**src/verilog/rss_pkg.sv**
```systemverilog
// Constants and types shared by the reader status register bank
package rss_pkg;
  // ==========================================================
  // Register indices and byte addresses
  localparam logic [7:0] RSS_IDX_STATUS1 = 8'h07;
  localparam logic [7:0] RSS_IDX_STATUS2 = 8'h08;
  localparam logic [7:0] RSS_IDX_LEVEL = 8'h0A;
  localparam logic [7:0] RSS_IDX_WATER = 8'h0B;
  localparam logic [9:0] RSS_ADDR_STATUS1 = {RSS_IDX_STATUS1, 2'b00};
  localparam logic [9:0] RSS_ADDR_STATUS2 = {RSS_IDX_STATUS2, 2'b00};
  localparam logic [9:0] RSS_ADDR_LEVEL = {RSS_IDX_LEVEL, 2'b00};
  localparam logic [9:0] RSS_ADDR_WATER = {RSS_IDX_WATER, 2'b00};
  // ==========================================================
  // Field positions
  localparam int RSS_S1_CRC_ZERO = 6;
  localparam int RSS_S1_CRC_DONE = 5;
  localparam int RSS_S1_IRQ = 4;
  localparam int RSS_S1_TIMER = 3;
  localparam int RSS_S1_NEAR_FULL = 1;
  localparam int RSS_S1_NEAR_EMPTY = 0;
  localparam int RSS_S2_OVERHEAT_CLR = 7;
  localparam int RSS_S2_FILTER_FAST = 6;
  localparam int RSS_S2_CIPHER = 3;
  // ==========================================================
  // Reset values and sizes
  localparam logic [7:0] RSS_RST_STATUS1 = 8'h21;
  localparam logic [7:0] RSS_RST_STATUS2 = 8'h00;
  localparam logic [5:0] RSS_RST_WATER = 6'h08;
  localparam logic [6:0] RSS_FIFO_DEPTH = 7'h40;
  // ==========================================================
  // Modem phase codes
  localparam logic [2:0] RSS_PH_IDLE = 3'h0;
  localparam logic [2:0] RSS_PH_WAIT_LAUNCH = 3'h1;
  localparam logic [2:0] RSS_PH_TX_WAIT = 3'h2;
  localparam logic [2:0] RSS_PH_TX = 3'h3;
  localparam logic [2:0] RSS_PH_RX_WAIT = 3'h4;
  localparam logic [2:0] RSS_PH_WAIT_DATA = 3'h5;
  localparam logic [2:0] RSS_PH_RX = 3'h6;
  typedef enum logic [2:0] {
    RSS_ST_IDLE, RSS_ST_WAIT_LAUNCH, RSS_ST_TX_WAIT, RSS_ST_TX,
    RSS_ST_RX_WAIT, RSS_ST_WAIT_DATA, RSS_ST_RX
  } rss_state_e;
  // ==========================================================
  // Input bundles
  typedef struct packed {
    logic busy;
    logic finish;
    logic result_zero;
    logic cmd_run;
  } rss_crc_s;
  typedef struct packed {
    logic transceive;
    logic launch_transmit;
    logic tx_wait_for_field;
    logic tx_done;
    logic rx_sof;
    logic rx_done;
    logic [7:0] pre_transmit_delay;
    logic [7:0] pre_receive_delay;
  } rss_modem_s;
endpackage : rss_pkg

```
**src/verilog/rss_status_regs.sv**
```systemverilog
// Reader status register bank with APB slave and modem phase tracker
`timescale 1ns/1ps
`default_nettype none
// Overview of operation
// - Bit 6 reads 1 when CRC is zero
// - Bit 6 low while CRC is busy
// - Bit 5 set when CRC compute finishes
// - Bit 4 is any enabled interrupt pending
// - Bit 3 shows timer is running
// - Gated mode: bit 3 follows timer enable
// - Near full when 64 minus count <= threshold
// - Near empty when count <= threshold
// - Overheat clear works only below alarm limit
// - Filter force selects high speed filter
// - Cipher set by authentication, cleared by software
// - Phase codes idle, transmit, wait data, receive
// - Phase 001 waits for launch transmit
// - Phase 010 pre transmit wait, field option
// - Phase 100 pre receive wait, minimum delay
// - First status register resets to 21h
// - Second status register resets to 00h
// - CRC fail set on bad checked frame
// - Fill count follows FIFO writes and reads
// - Six bit warning threshold register
module rss_status_regs
  import rss_pkg::*;
(
  input wire logic pclk,
  input wire logic presetn,
  input wire logic clk_en,
  input wire logic psel,
  input wire logic penable,
  input wire logic pwrite,
  input wire logic [31:0] paddr,
  input wire logic [31:0] pwdata,
  input wire logic [3:0] pstrb,
  output logic [31:0] prdata,
  output logic pready,
  output logic pslverr,
  input wire rss_crc_s crc_in,
  input wire logic [13:0] irq_source,
  input wire logic [13:0] irq_enable,
  input wire logic timer_running,
  input wire logic [1:0] timer_gate_select,
  input wire logic timer_enabled,
  input wire logic fifo_wr,
  input wire logic fifo_rd,
  input wire logic fifo_flush,
  input wire logic temp_alarm,
  input wire logic temp_below_limit_pin,
  input wire logic rf_field_pin,
  input wire logic auth_success,
  input wire logic rx_crc_check_enable,
  input wire logic rx_crc_bad,
  input wire logic rx_startup,
  input wire rss_modem_s modem_in,
  output logic overheat_error,
  output logic bus_filter_fast,
  output logic cipher_active,
  output logic crc_fail_flag,
  output logic [2:0] modem_phase
);
  // ==========================================================
  // Pin synchronisers, three stages, change counted on agreement
  logic [1:0] pin_raw;
  logic [1:0] sync1_ff, sync2_ff, sync3_ff, pin_ff;
  assign pin_raw = {rf_field_pin, temp_below_limit_pin};
  genvar gi;
  generate
    for (gi = 0; gi < 2; gi++) begin : g_sync
      always_ff @(posedge pclk or negedge presetn) begin
        if (!presetn) begin
          sync1_ff[gi] <= 1'b0;
          sync2_ff[gi] <= 1'b0;
          sync3_ff[gi] <= 1'b0;
          pin_ff[gi] <= 1'b0;
        end else if (clk_en) begin
          sync1_ff[gi] <= pin_raw[gi];
          sync2_ff[gi] <= sync1_ff[gi];
          sync3_ff[gi] <= sync2_ff[gi];
          if (sync2_ff[gi] == sync3_ff[gi]) begin
            pin_ff[gi] <= sync3_ff[gi];
          end
        end
      end
    end
  endgenerate
  wire temp_ok = pin_ff[0];
  wire field_present = pin_ff[1];

  // ==========================================================
  // APB decode
  logic pready_ff, pslverr_ff;
  logic [31:0] prdata_ff;
  wire [9:0] addr_w = paddr[9:0];
  wire addr_high_zero = (paddr[31:10] == 22'h00_0000);
  wire hit_s1 = addr_high_zero && (addr_w == RSS_ADDR_STATUS1);
  wire hit_s2 = addr_high_zero && (addr_w == RSS_ADDR_STATUS2);
  wire hit_lv = addr_high_zero && (addr_w == RSS_ADDR_LEVEL);
  wire hit_wl = addr_high_zero && (addr_w == RSS_ADDR_WATER);
  wire hit_any = hit_s1 | hit_s2 | hit_lv | hit_wl;
  wire setup_ph = psel && !penable;
  wire commit = psel && penable && pready_ff;
  wire wr_s2 = commit && pwrite && hit_s2 && pstrb[0];
  wire wr_wl = commit && pwrite && hit_wl && pstrb[0];

  // ==========================================================
  // Status state
  logic crc_zero_ff, crc_done_ff, irq_ff, timer_ff;
  logic near_full_ff, near_empty_ff;
  logic [6:0] fill_ff;
  logic [5:0] water_ff;
  logic ovh_clr_ff, ovh_err_ff, filt_ff, cipher_ff, crc_fail_ff;
  rss_state_e state_ff, nxt_state;
  logic [7:0] wait_cnt_ff;
  logic [2:0] phase_ff, nxt_phase;

  // Next fill count from FIFO strobes, saturated at the ends
  wire fill_inc = fifo_wr && !fifo_rd && (fill_ff != RSS_FIFO_DEPTH);
  wire fill_dec = fifo_rd && !fifo_wr && (fill_ff != 7'h00);
  wire [6:0] nxt_fill = fifo_flush ? 7'h00 :
                        fill_inc ? fill_ff + 7'h01 :
                        fill_dec ? fill_ff - 7'h01 : fill_ff;
  wire [6:0] space_left = RSS_FIFO_DEPTH - nxt_fill;
  // Threshold as it stands after this edge, so the alerts never lag a write
  wire [5:0] nxt_water = wr_wl ? pwdata[5:0] : water_ff;
  wire nxt_near_full = (space_left <= {1'b0, nxt_water});
  wire nxt_near_empty = (nxt_fill <= {1'b0, nxt_water});
  wire nxt_irq = |(irq_source & irq_enable);
  wire gated = (timer_gate_select != 2'b00);
  wire nxt_timer = gated ? timer_enabled : timer_running;

  // Assembled register images
  wire [7:0] status1 = {1'b0, crc_zero_ff, crc_done_ff, irq_ff, timer_ff,
                        1'b0, near_full_ff, near_empty_ff};
  wire [7:0] status2 = {ovh_clr_ff, filt_ff, 2'b00, cipher_ff, phase_ff};
  wire [7:0] rd_byte = hit_s1 ? status1 :
                       hit_s2 ? status2 :
                       hit_lv ? {1'b0, fill_ff} :
                       hit_wl ? {2'b00, water_ff} : 8'h00;

  // Bus answer: pready high in the first access cycle
  always_ff @(posedge pclk or negedge presetn) begin
    if (!presetn) begin
      pready_ff <= 1'b0;
      pslverr_ff <= 1'b0;
      prdata_ff <= 32'h0000_0000;
    end else if (clk_en) begin
      pready_ff <= setup_ph;
      pslverr_ff <= setup_ph && !hit_any;
      prdata_ff <= (setup_ph && !pwrite) ? {24'h00_0000, rd_byte} : 32'h0000_0000;
    end
  end

  // CRC flags
  always_ff @(posedge pclk or negedge presetn) begin
    if (!presetn) begin
      crc_zero_ff <= RSS_RST_STATUS1[RSS_S1_CRC_ZERO];
      crc_done_ff <= RSS_RST_STATUS1[RSS_S1_CRC_DONE];
    end else if (clk_en) begin
      if (crc_in.finish) begin
        crc_zero_ff <= crc_in.result_zero;
      end else if (crc_in.busy) begin
        crc_zero_ff <= 1'b0;
      end
      if (crc_in.finish && crc_in.cmd_run) begin
        crc_done_ff <= 1'b1;
      end else if (crc_in.busy) begin
        crc_done_ff <= 1'b0;
      end
    end
  end

  // Live status sampling, fill count and threshold
  always_ff @(posedge pclk or negedge presetn) begin
    if (!presetn) begin
      irq_ff <= RSS_RST_STATUS1[RSS_S1_IRQ];
      timer_ff <= RSS_RST_STATUS1[RSS_S1_TIMER];
      near_full_ff <= RSS_RST_STATUS1[RSS_S1_NEAR_FULL];
      near_empty_ff <= RSS_RST_STATUS1[RSS_S1_NEAR_EMPTY];
      fill_ff <= 7'h00;
      water_ff <= RSS_RST_WATER;
    end else if (clk_en) begin
      irq_ff <= nxt_irq;
      timer_ff <= nxt_timer;
      near_full_ff <= nxt_near_full;
      near_empty_ff <= nxt_near_empty;
      fill_ff <= nxt_fill;
      if (wr_wl) begin
        water_ff <= pwdata[5:0];
      end
    end
  end

  // Second status register writable bits and hardware flags
  always_ff @(posedge pclk or negedge presetn) begin
    if (!presetn) begin
      ovh_clr_ff <= RSS_RST_STATUS2[RSS_S2_OVERHEAT_CLR];
      filt_ff <= RSS_RST_STATUS2[RSS_S2_FILTER_FAST];
      cipher_ff <= RSS_RST_STATUS2[RSS_S2_CIPHER];
      ovh_err_ff <= 1'b0;
      crc_fail_ff <= 1'b0;
    end else if (clk_en) begin
      if (wr_s2) begin
        ovh_clr_ff <= pwdata[RSS_S2_OVERHEAT_CLR];
        filt_ff <= pwdata[RSS_S2_FILTER_FAST];
      end
      // Sensor alarm wins over a clear in the same cycle
      if (temp_alarm) begin
        ovh_err_ff <= 1'b1;
      end else if (wr_s2 && pwdata[RSS_S2_OVERHEAT_CLR] && temp_ok) begin
        ovh_err_ff <= 1'b0;
      end
      // Authentication wins over a software clear
      if (auth_success) begin
        cipher_ff <= 1'b1;
      end else if (wr_s2 && !pwdata[RSS_S2_CIPHER]) begin
        cipher_ff <= 1'b0;
      end
      if (rx_crc_bad && rx_crc_check_enable) begin
        crc_fail_ff <= 1'b1;
      end else if (rx_startup) begin
        crc_fail_ff <= 1'b0;
      end
    end
  end

  // ==========================================================
  // Modem phase tracker
  wire wait_done = (wait_cnt_ff == 8'h00);
  always_comb begin
    nxt_state = state_ff;
    unique case (state_ff)
      RSS_ST_IDLE: begin
        if (modem_in.transceive) nxt_state = RSS_ST_WAIT_LAUNCH;
      end
      RSS_ST_WAIT_LAUNCH: begin
        if (modem_in.launch_transmit) nxt_state = RSS_ST_TX_WAIT;
      end
      RSS_ST_TX_WAIT: begin
        if (wait_done && (field_present || !modem_in.tx_wait_for_field)) begin
          nxt_state = RSS_ST_TX;
        end
      end
      RSS_ST_TX: begin
        if (modem_in.tx_done) nxt_state = RSS_ST_RX_WAIT;
      end
      RSS_ST_RX_WAIT: begin
        if (wait_done) nxt_state = RSS_ST_WAIT_DATA;
      end
      RSS_ST_WAIT_DATA: begin
        if (modem_in.rx_sof) nxt_state = RSS_ST_RX;
      end
      RSS_ST_RX: begin
        if (modem_in.rx_done) nxt_state = RSS_ST_WAIT_LAUNCH;
      end
    endcase
    if (!modem_in.transceive) nxt_state = RSS_ST_IDLE;
  end

  // Phase code for each state
  always_comb begin
    nxt_phase = RSS_PH_IDLE;
    unique case (nxt_state)
      RSS_ST_IDLE: nxt_phase = RSS_PH_IDLE;
      RSS_ST_WAIT_LAUNCH: nxt_phase = RSS_PH_WAIT_LAUNCH;
      RSS_ST_TX_WAIT: nxt_phase = RSS_PH_TX_WAIT;
      RSS_ST_TX: nxt_phase = RSS_PH_TX;
      RSS_ST_RX_WAIT: nxt_phase = RSS_PH_RX_WAIT;
      RSS_ST_WAIT_DATA: nxt_phase = RSS_PH_WAIT_DATA;
      RSS_ST_RX: nxt_phase = RSS_PH_RX;
    endcase
  end

  // State, phase and minimum wait counter
  always_ff @(posedge pclk or negedge presetn) begin
    if (!presetn) begin
      state_ff <= RSS_ST_IDLE;
      phase_ff <= RSS_PH_IDLE;
      wait_cnt_ff <= 8'h00;
    end else if (clk_en) begin
      state_ff <= nxt_state;
      phase_ff <= nxt_phase;
      if (nxt_state == RSS_ST_TX_WAIT && state_ff != RSS_ST_TX_WAIT) begin
        wait_cnt_ff <= modem_in.pre_transmit_delay;
      end else if (nxt_state == RSS_ST_RX_WAIT && state_ff != RSS_ST_RX_WAIT) begin
        wait_cnt_ff <= modem_in.pre_receive_delay;
      end else if (!wait_done) begin
        wait_cnt_ff <= wait_cnt_ff - 8'h01;
      end
    end
  end

  // Output drive, all from flip-flops
  assign prdata = prdata_ff;
  assign pready = pready_ff;
  assign pslverr = pslverr_ff;
  assign overheat_error = ovh_err_ff;
  assign bus_filter_fast = filt_ff;
  assign cipher_active = cipher_ff;
  assign crc_fail_flag = crc_fail_ff;
  assign modem_phase = phase_ff;
endmodule : rss_status_regs
`default_nettype wire
```
**config.mk**
```make
export PLATFORM = sky130hd
export DESIGN_NAME = rss_status_regs
export DESIGN_NICKNAME = d
export VERILOG_FILES = /design/src/verilog/rss_pkg.sv /design/src/verilog/rss_status_regs.sv
export SDC_FILE = /design/constraint.sdc
export NUM_CORES = 1
export LEC_CHECK = 0
export BUFFER_PORTS_ARGS = -buffer_cell sky130_fd_sc_hd__clkbuf_2
export CAP_MARGIN = 20
export CORE_ASPECT_RATIO = 1.25
export CORE_UTILIZATION = 45
export DETAILED_ROUTE_END_ITERATION = 6
export PLACE_DENSITY = 0.73
export REMOVE_ABC_BUFFERS = 1
export SLEW_MARGIN = 10
export SYNTH_ARGS = -nofsm -noshare
export SYNTH_HDL_FRONTEND = slang
export SYNTH_SLANG_ARGS = --single-unit
```
**constraint.sdc**
```tcl
create_clock -name pclk -period 5 [get_ports pclk]
set_clock_uncertainty 0.05 [all_clocks]
set_input_delay 0.25 -clock pclk [delete_from_list [all_inputs] [get_ports pclk]]
set_output_delay 0.25 -clock pclk [all_outputs]
set_load 0.01 [all_outputs]
```
Yosys cells after proc, flatten, opt, wreduce, memory -nomap -nowiden
Cells that the tools add are included.

Register bits: 80. Bits of input ports: 142. Output and inout bits: 41. Logic and storage cells: 145.

$add $sub $neg: 4. Magnitude comparators: 2. Equal/unequal tests: 22. Mux-type cells: 31. Bitwise gates (word level): 4. Reductions and logical operators: 55.

Operators with widths (number): 8-bit two-way mux (6); 3-bit case mux with 7 select lines (2); 10-bit by 6-bit equality test with 1-bit output (second input constant) (3); 7-bit two-way mux (4); 1-bit logical AND (26); 22-bit zero test (1); 3-bit two-way mux (7); 3-bit equality test (second input constant) (6); 2-bit AND reduction (9); 14-bit AND (1); 7-bit by 6-bit less-or-equal comparator with 1-bit output (2); 14-bit OR reduction (1); 3-bit by 2-bit equality test with 1-bit output (second input constant) (4); 6-bit two-way mux (2); 2-bit nonzero test (6); 10-bit by 5-bit equality test with 1-bit output (second input constant) (1); 1-bit two-way mux (10); 8-bit zero test (1); 8-bit by 1-bit subtractor with 8-bit output (second input constant) (1); 7-bit by 1-bit adder with 7-bit output (second input constant) (1); 1-bit zero test (7); 7-bit != test (second input constant) (1); 7-bit nonzero test (1); 7-bit by 1-bit subtractor with 7-bit output (second input constant) (1); 9 further kinds (14).

Depth between registers and ports, before layout
Depth after elaboration: 10. Depth in mapped cells: 17. Mapped depth without buffers: 17.

Worst setup path after synthesis
Ideal clock, no wire load.

Kind: reg-to-reg. Start: reg fill_ff[1]. End: reg near_full_ff. Setup time: 86 ps. Data arrival time: 3668 ps. Required time: 4864 ps. Path slack: 1196 ps. Stages on the path, launching flop included: 18. Buffers on the path: 0. Period minus slack after synthesis: 3804 ps. Path through: dfrtp_1 -> inv_1 -> ha_1 -> or4b_4 -> o311a_4 -> o21a_1 -> nor3_1 -> inv_1 -> ha_1 -> nor4b_1 -> a22o_1 -> xnor2_1 -> ha_1 -> a21oi_1 -> o21ai_0 -> a21oi_1 -> o22ai_1 -> nor3_1.

Longest elaborated chain between the ends: 7. Elaborated cells between the ends (all ways): 11. Those cells by class: 3 x add/sub; 1 x order compare; 1 x eq/ne; 3 x mux; 3 x reduce/logical.

RTL lines: from (decl) (line rss_status_regs.sv:111) `logic [6:0] fill_ff;`; from (signal assigned) (line rss_status_regs.sv:188) `fill_ff <= nxt_fill;`; branches (longest 3 deep; another with 7-bit by 1-bit subtractor with 7-bit output); 7-bit two-way mux * (line rss_status_regs.sv:122) `fill_inc ? fill_ff + 7'h01 :`; 7-bit two-way mux * (line rss_status_regs.sv:121) `wire [6:0] nxt_fill = fifo_flush ? 7'h00 :`; 7-bit subtractor * (line rss_status_regs.sv:124) `wire [6:0] space_left = RSS_FIFO_DEPTH - nxt_fill;`; 7-bit by 6-bit less-or-equal comparator with 1-bit output * (line rss_status_regs.sv:127) `wire nxt_near_full = (space_left <= {1'b0, nxt_water});`; to (signal assigned) (line rss_status_regs.sv:179) `near_full_ff <= RSS_RST_STATUS1[RSS_S1_NEAR_FULL];`; to (signal assigned) (line rss_status_regs.sv:186) `near_full_ff <= nxt_near_full;`; to (decl) (line rss_status_regs.sv:110) `logic near_full_ff, near_empty_ff;`.

Mark *: on every way between the ends. A chain may end at the register's enable or synchronous reset.

Worst setup path after layout
Start: reg fill_ff[0]. End: reg near_full_ff.

Same word-level chain as after synthesis.

==> flow_metrics.py <==
metrics = {
    "drt": {
        "route.vias.total": 3771,
        "wl_per_cell_um": 15.5,
        "drcViolationCount": 0,
        "dr.first_iter.drc_count": 169,
        "totalWireLength_um": 10800,
        "vias_per_cell": 5.43,
        "drtPass1Iterations": 5,
        "antenna_left": 0,
    },
    "worst_setup_path": {
        "cp_max_fo": 7,
        "cp-end-kind": "flip-flop",
        "cp-start-kind": "flip-flop",
        "arrival_ns": 4.43,
        "crit_type": "reg2reg",
        "cp.required_ns": 5.19,
    },
    "global_routing": {
        "grt_max_degree": 57,
        "track_usage_pct": 24.1,
        "grt_pass1_vias": 3667,
        "grt_pass1_wl_um": 17500,
        "grt_overflow": 0,
        "antenna_found_initial": 0,
    },
    "die": {
        "dieArea_um2": 9310,
        "rows": 38,
        "die_h_um": 108,
        "die_w_um": 86.5,
        "start_util_pct": 46.4,
        "core_area_um2": 8650,
        "io_pins": 183,
    },
    "clock_network": {
        "cts_tree": "yes",
        "cts.sinks": 56,
        "clk_path_buf_depth": 2,
        "path_clk_slew_ns": 0.10,
        "insertion_delay_ns": 0.32,
        "post_cts_resized": 0,
        "cts_root_buf": "clkbuf_8",
        "cts_hold_buf": 0,
        "cts_buffers": 5,
        "cts_setup_buffers": 0,
        "cts_max_level": 2,
    },
    "outcome": {
        "outcome": "finished clean",
    },
    "synth": {
        "synthSimpleGateAreaFrac_pct": 18.6,
        "ys.flop_type": "dfrtp_1",
        "synth_cell_type_count": 65,
        "synth_top_family_by_area": "compound AO/OA/AOI/OAI gates",
        "async_reset_ff_share_pct": 100,
        "ys_seq_area_share_pct": 35.0,
        "synth_area_um2": 4020,
        "synth_warnings": 0,
        "synth_compound_area_share_pct": 23.7,
        "syn_inst": 449,
        "synth_xor_area_share_pct": 0.872,
        "avgSynthCellArea_um2": 8.95,
        "synth_seq_cells": 56,
        "synth_edf_count": 0,
        "synth.area.top_cells": "dfrtp_1 (33%), ha_1 (5.0%), buf_4 (4.7%), mux2_2 (4.5%), o21ai_0 (4.4%)",
        "synth_top_area_share_pct": 33.0,
        "synthAdderAreaFrac_pct": 4.98,
        "synthMuxAreaShare_pct": 7.01,
        "yosysTopAreaCell": "dfrtp_1",
    },
    "timing": {
        "final-max-slew-violation-count": 0,
        "slew_headroom_pct": 40.6,
        "worst_pin_slew_ns": 0.890,
        "setup_viol": 0,
        "fmax_ghz": 0.236,
        "setup_tns_ns": 0,
        "finalCriticalPeriod_ns": 4.24,
        "rsz0062_at_grt": "false",
        "hold_slack_ns": 0.00411,
        "fin_crit_sh_pct": 84.8,
        "finalHoldViolCount": 0,
    },
    "worst_hold_path": {
        "min_path_type": "in2async",
    },
    "run": {
        "cap_violations": 0,
    },
    "layout": {
        "nets": 731,
        "n_antenna_cell": 0,
        "drive_gt1_share_pct": 30.7,
        "instances_no_fill": 694,
        "syn_to_final_growth_pct": 19.8,
    },
    "place": {
        "hpwl_um": 8520,
        "place.gp.congestion": 0.895,
        "dpl.cell_count": 686,
        "port_buffers": 131,
    },
    "pwr": {
        "leakagePower_nw": 2.24,
        "finalPower_mw": 1.41,
        "p_per_area_nw_per_um2": 292,
        "peakVddDrop_mv": 0.250,
    },
}
-- logic make-up (layout without fill, tap and decap cells) --
family	count (synthesis)	count (layout)
DFF	56	56
other	1	24
AOI/OAI and AO/OA	133	133
buffers and inverters	78	180
muxes	26	26
adders and majority gates	16	16
xor gates and xnor gates	4	4
and+or+nand+nor	135	135
-- per-stage QoR --
stage	setup WS [ns]	util, %	cell area (um2)
4_1_cts	0.772	55.6	4810
3_5_place_dp	0.837	54.1	4690
2_1_floorplan	1.20	-	3850
6_report	0.760	55.6	4810
5_1_grt	0.476	55.6	4810
3_3_place_gp	0.891	54.1	4690
-- critical path, cell delays in order (launching register included) --
cell and delay, ns:
dfrtp_1 0.47, inv_1 0.15, ha_1 0.21, or4b_4 0.49, o311a_4 0.35, o21a_1 0.19, nor3_1 0.38, inv_1 0.13
ha_1 0.27, nor4b_1 0.15, a22o_1 0.25, xnor2_1 0.13, ha_1 0.29, a21oi_1 0.12, o21ai_0 0.09, a21oi_1 0.15
o22ai_1 0.10, nor3_1 0.16
-- sequential cells by signal (all words and copies together) (netlist names), 2 cells and up --
name,cells
wait_cnt_ff,8
water_ff,6
modem_phase,3
sync3_ff,2
sync1_ff,2
fill_ff,7
state_ff,3
sync2_ff,2
prdata,8
-- layout by cell type, fill, tap and decap left out, drive strengths merged, types with 4 or more instances in the layout --
cell | synthesis | layout
a21o | 5 | 5
nand4 | 4 | 4
a211oi | 4 | 4
nor2 | 20 | 20
clkbuf | 11 | 138
nor2b | 8 | 8
dfrtp | 53 | 53
ha | 16 | 16
nor4b | 4 | 4
mux2i | 9 | 9
o211ai | 8 | 8
and3 | 5 | 5
nor3 | 13 | 13
xnor2 | 4 | 4
o2bb2ai | 5 | 5
inv | 37 | 37
a22oi | 12 | 12
nand2 | 33 | 33
o22ai | 12 | 12
a32o | 4 | 4
mux2 | 17 | 17
o21ai | 37 | 37
nor4 | 8 | 8
nand3 | 14 | 14
o22a | 8 | 8
o32ai | 5 | 5
buf | 30 | 4
a21oi | 15 | 15
conb | 1 | 24
-- where the power goes --
part	internal (mW)	total, mW	switching (mW)
registers	0.527	0.600	0.0724
logic	0.224	0.476	0.252
clock network	0.177	0.330	0.153
-- cell usage after synthesis (all sizes together), types with 4 or more instances --
library cell and count:
dfrtp 53, inv 37, o21ai 37, nand2 33, buf 30, nor2 20
mux2 17, ha 16, a21oi 15, nand3 14, nor3 13, a22oi 12
o22ai 12, clkbuf 11, mux2i 9, nor2b 8, nor4 8, o211ai 8
o22a 8, a21o 5, and3 5, o2bb2ai 5, o32ai 5, a211oi 4
a32o 4, nand4 4, nor4b 4, xnor2 4
-- area by class of cell --
cell class	count	area [um2]
multi-input cells	338	2310
well taps	120	150
repair buffers	135	686
clock inverters	1	30.0
inverters	37	139
clock buffers	7	96.3
flip-flops and latches	56	1410
fillers	846	3840
-- metal layers --
| metal | vias to the layer above | part of all wire [%] | track usage, % |
|---|---|---|---|
| li1 | 1863 | - | - |
| met2 | 106 | 53 | 43.8 |
| met5 | - | 0 | 0 |
| met1 | 1787 | 40 | 28.0 |
| met4 | 0 | 2.3 | 8.69 |
| met3 | 15 | 4.7 | 4.22 |
-- path summary, 6_finish.rpt --
path,from,slack [ns],depth (start not counted),end
worst max-delay path,fill_ff[0],0.76,17,near_full_ff
worst min-delay path,presetn,0.004,2,wait_cnt_ff[5]
worst max register to register,fill_ff[0],0.76,17,near_full_ff
worst min register to register,prdata[4],0.45,1,prdata[4]
max in group asynchronous,presetn,4.42,2,fill_ff[3]
min in group pclk,temp_alarm,0.08,3,overheat_error
No activity file was read; power rests on OpenSTA's default activity.
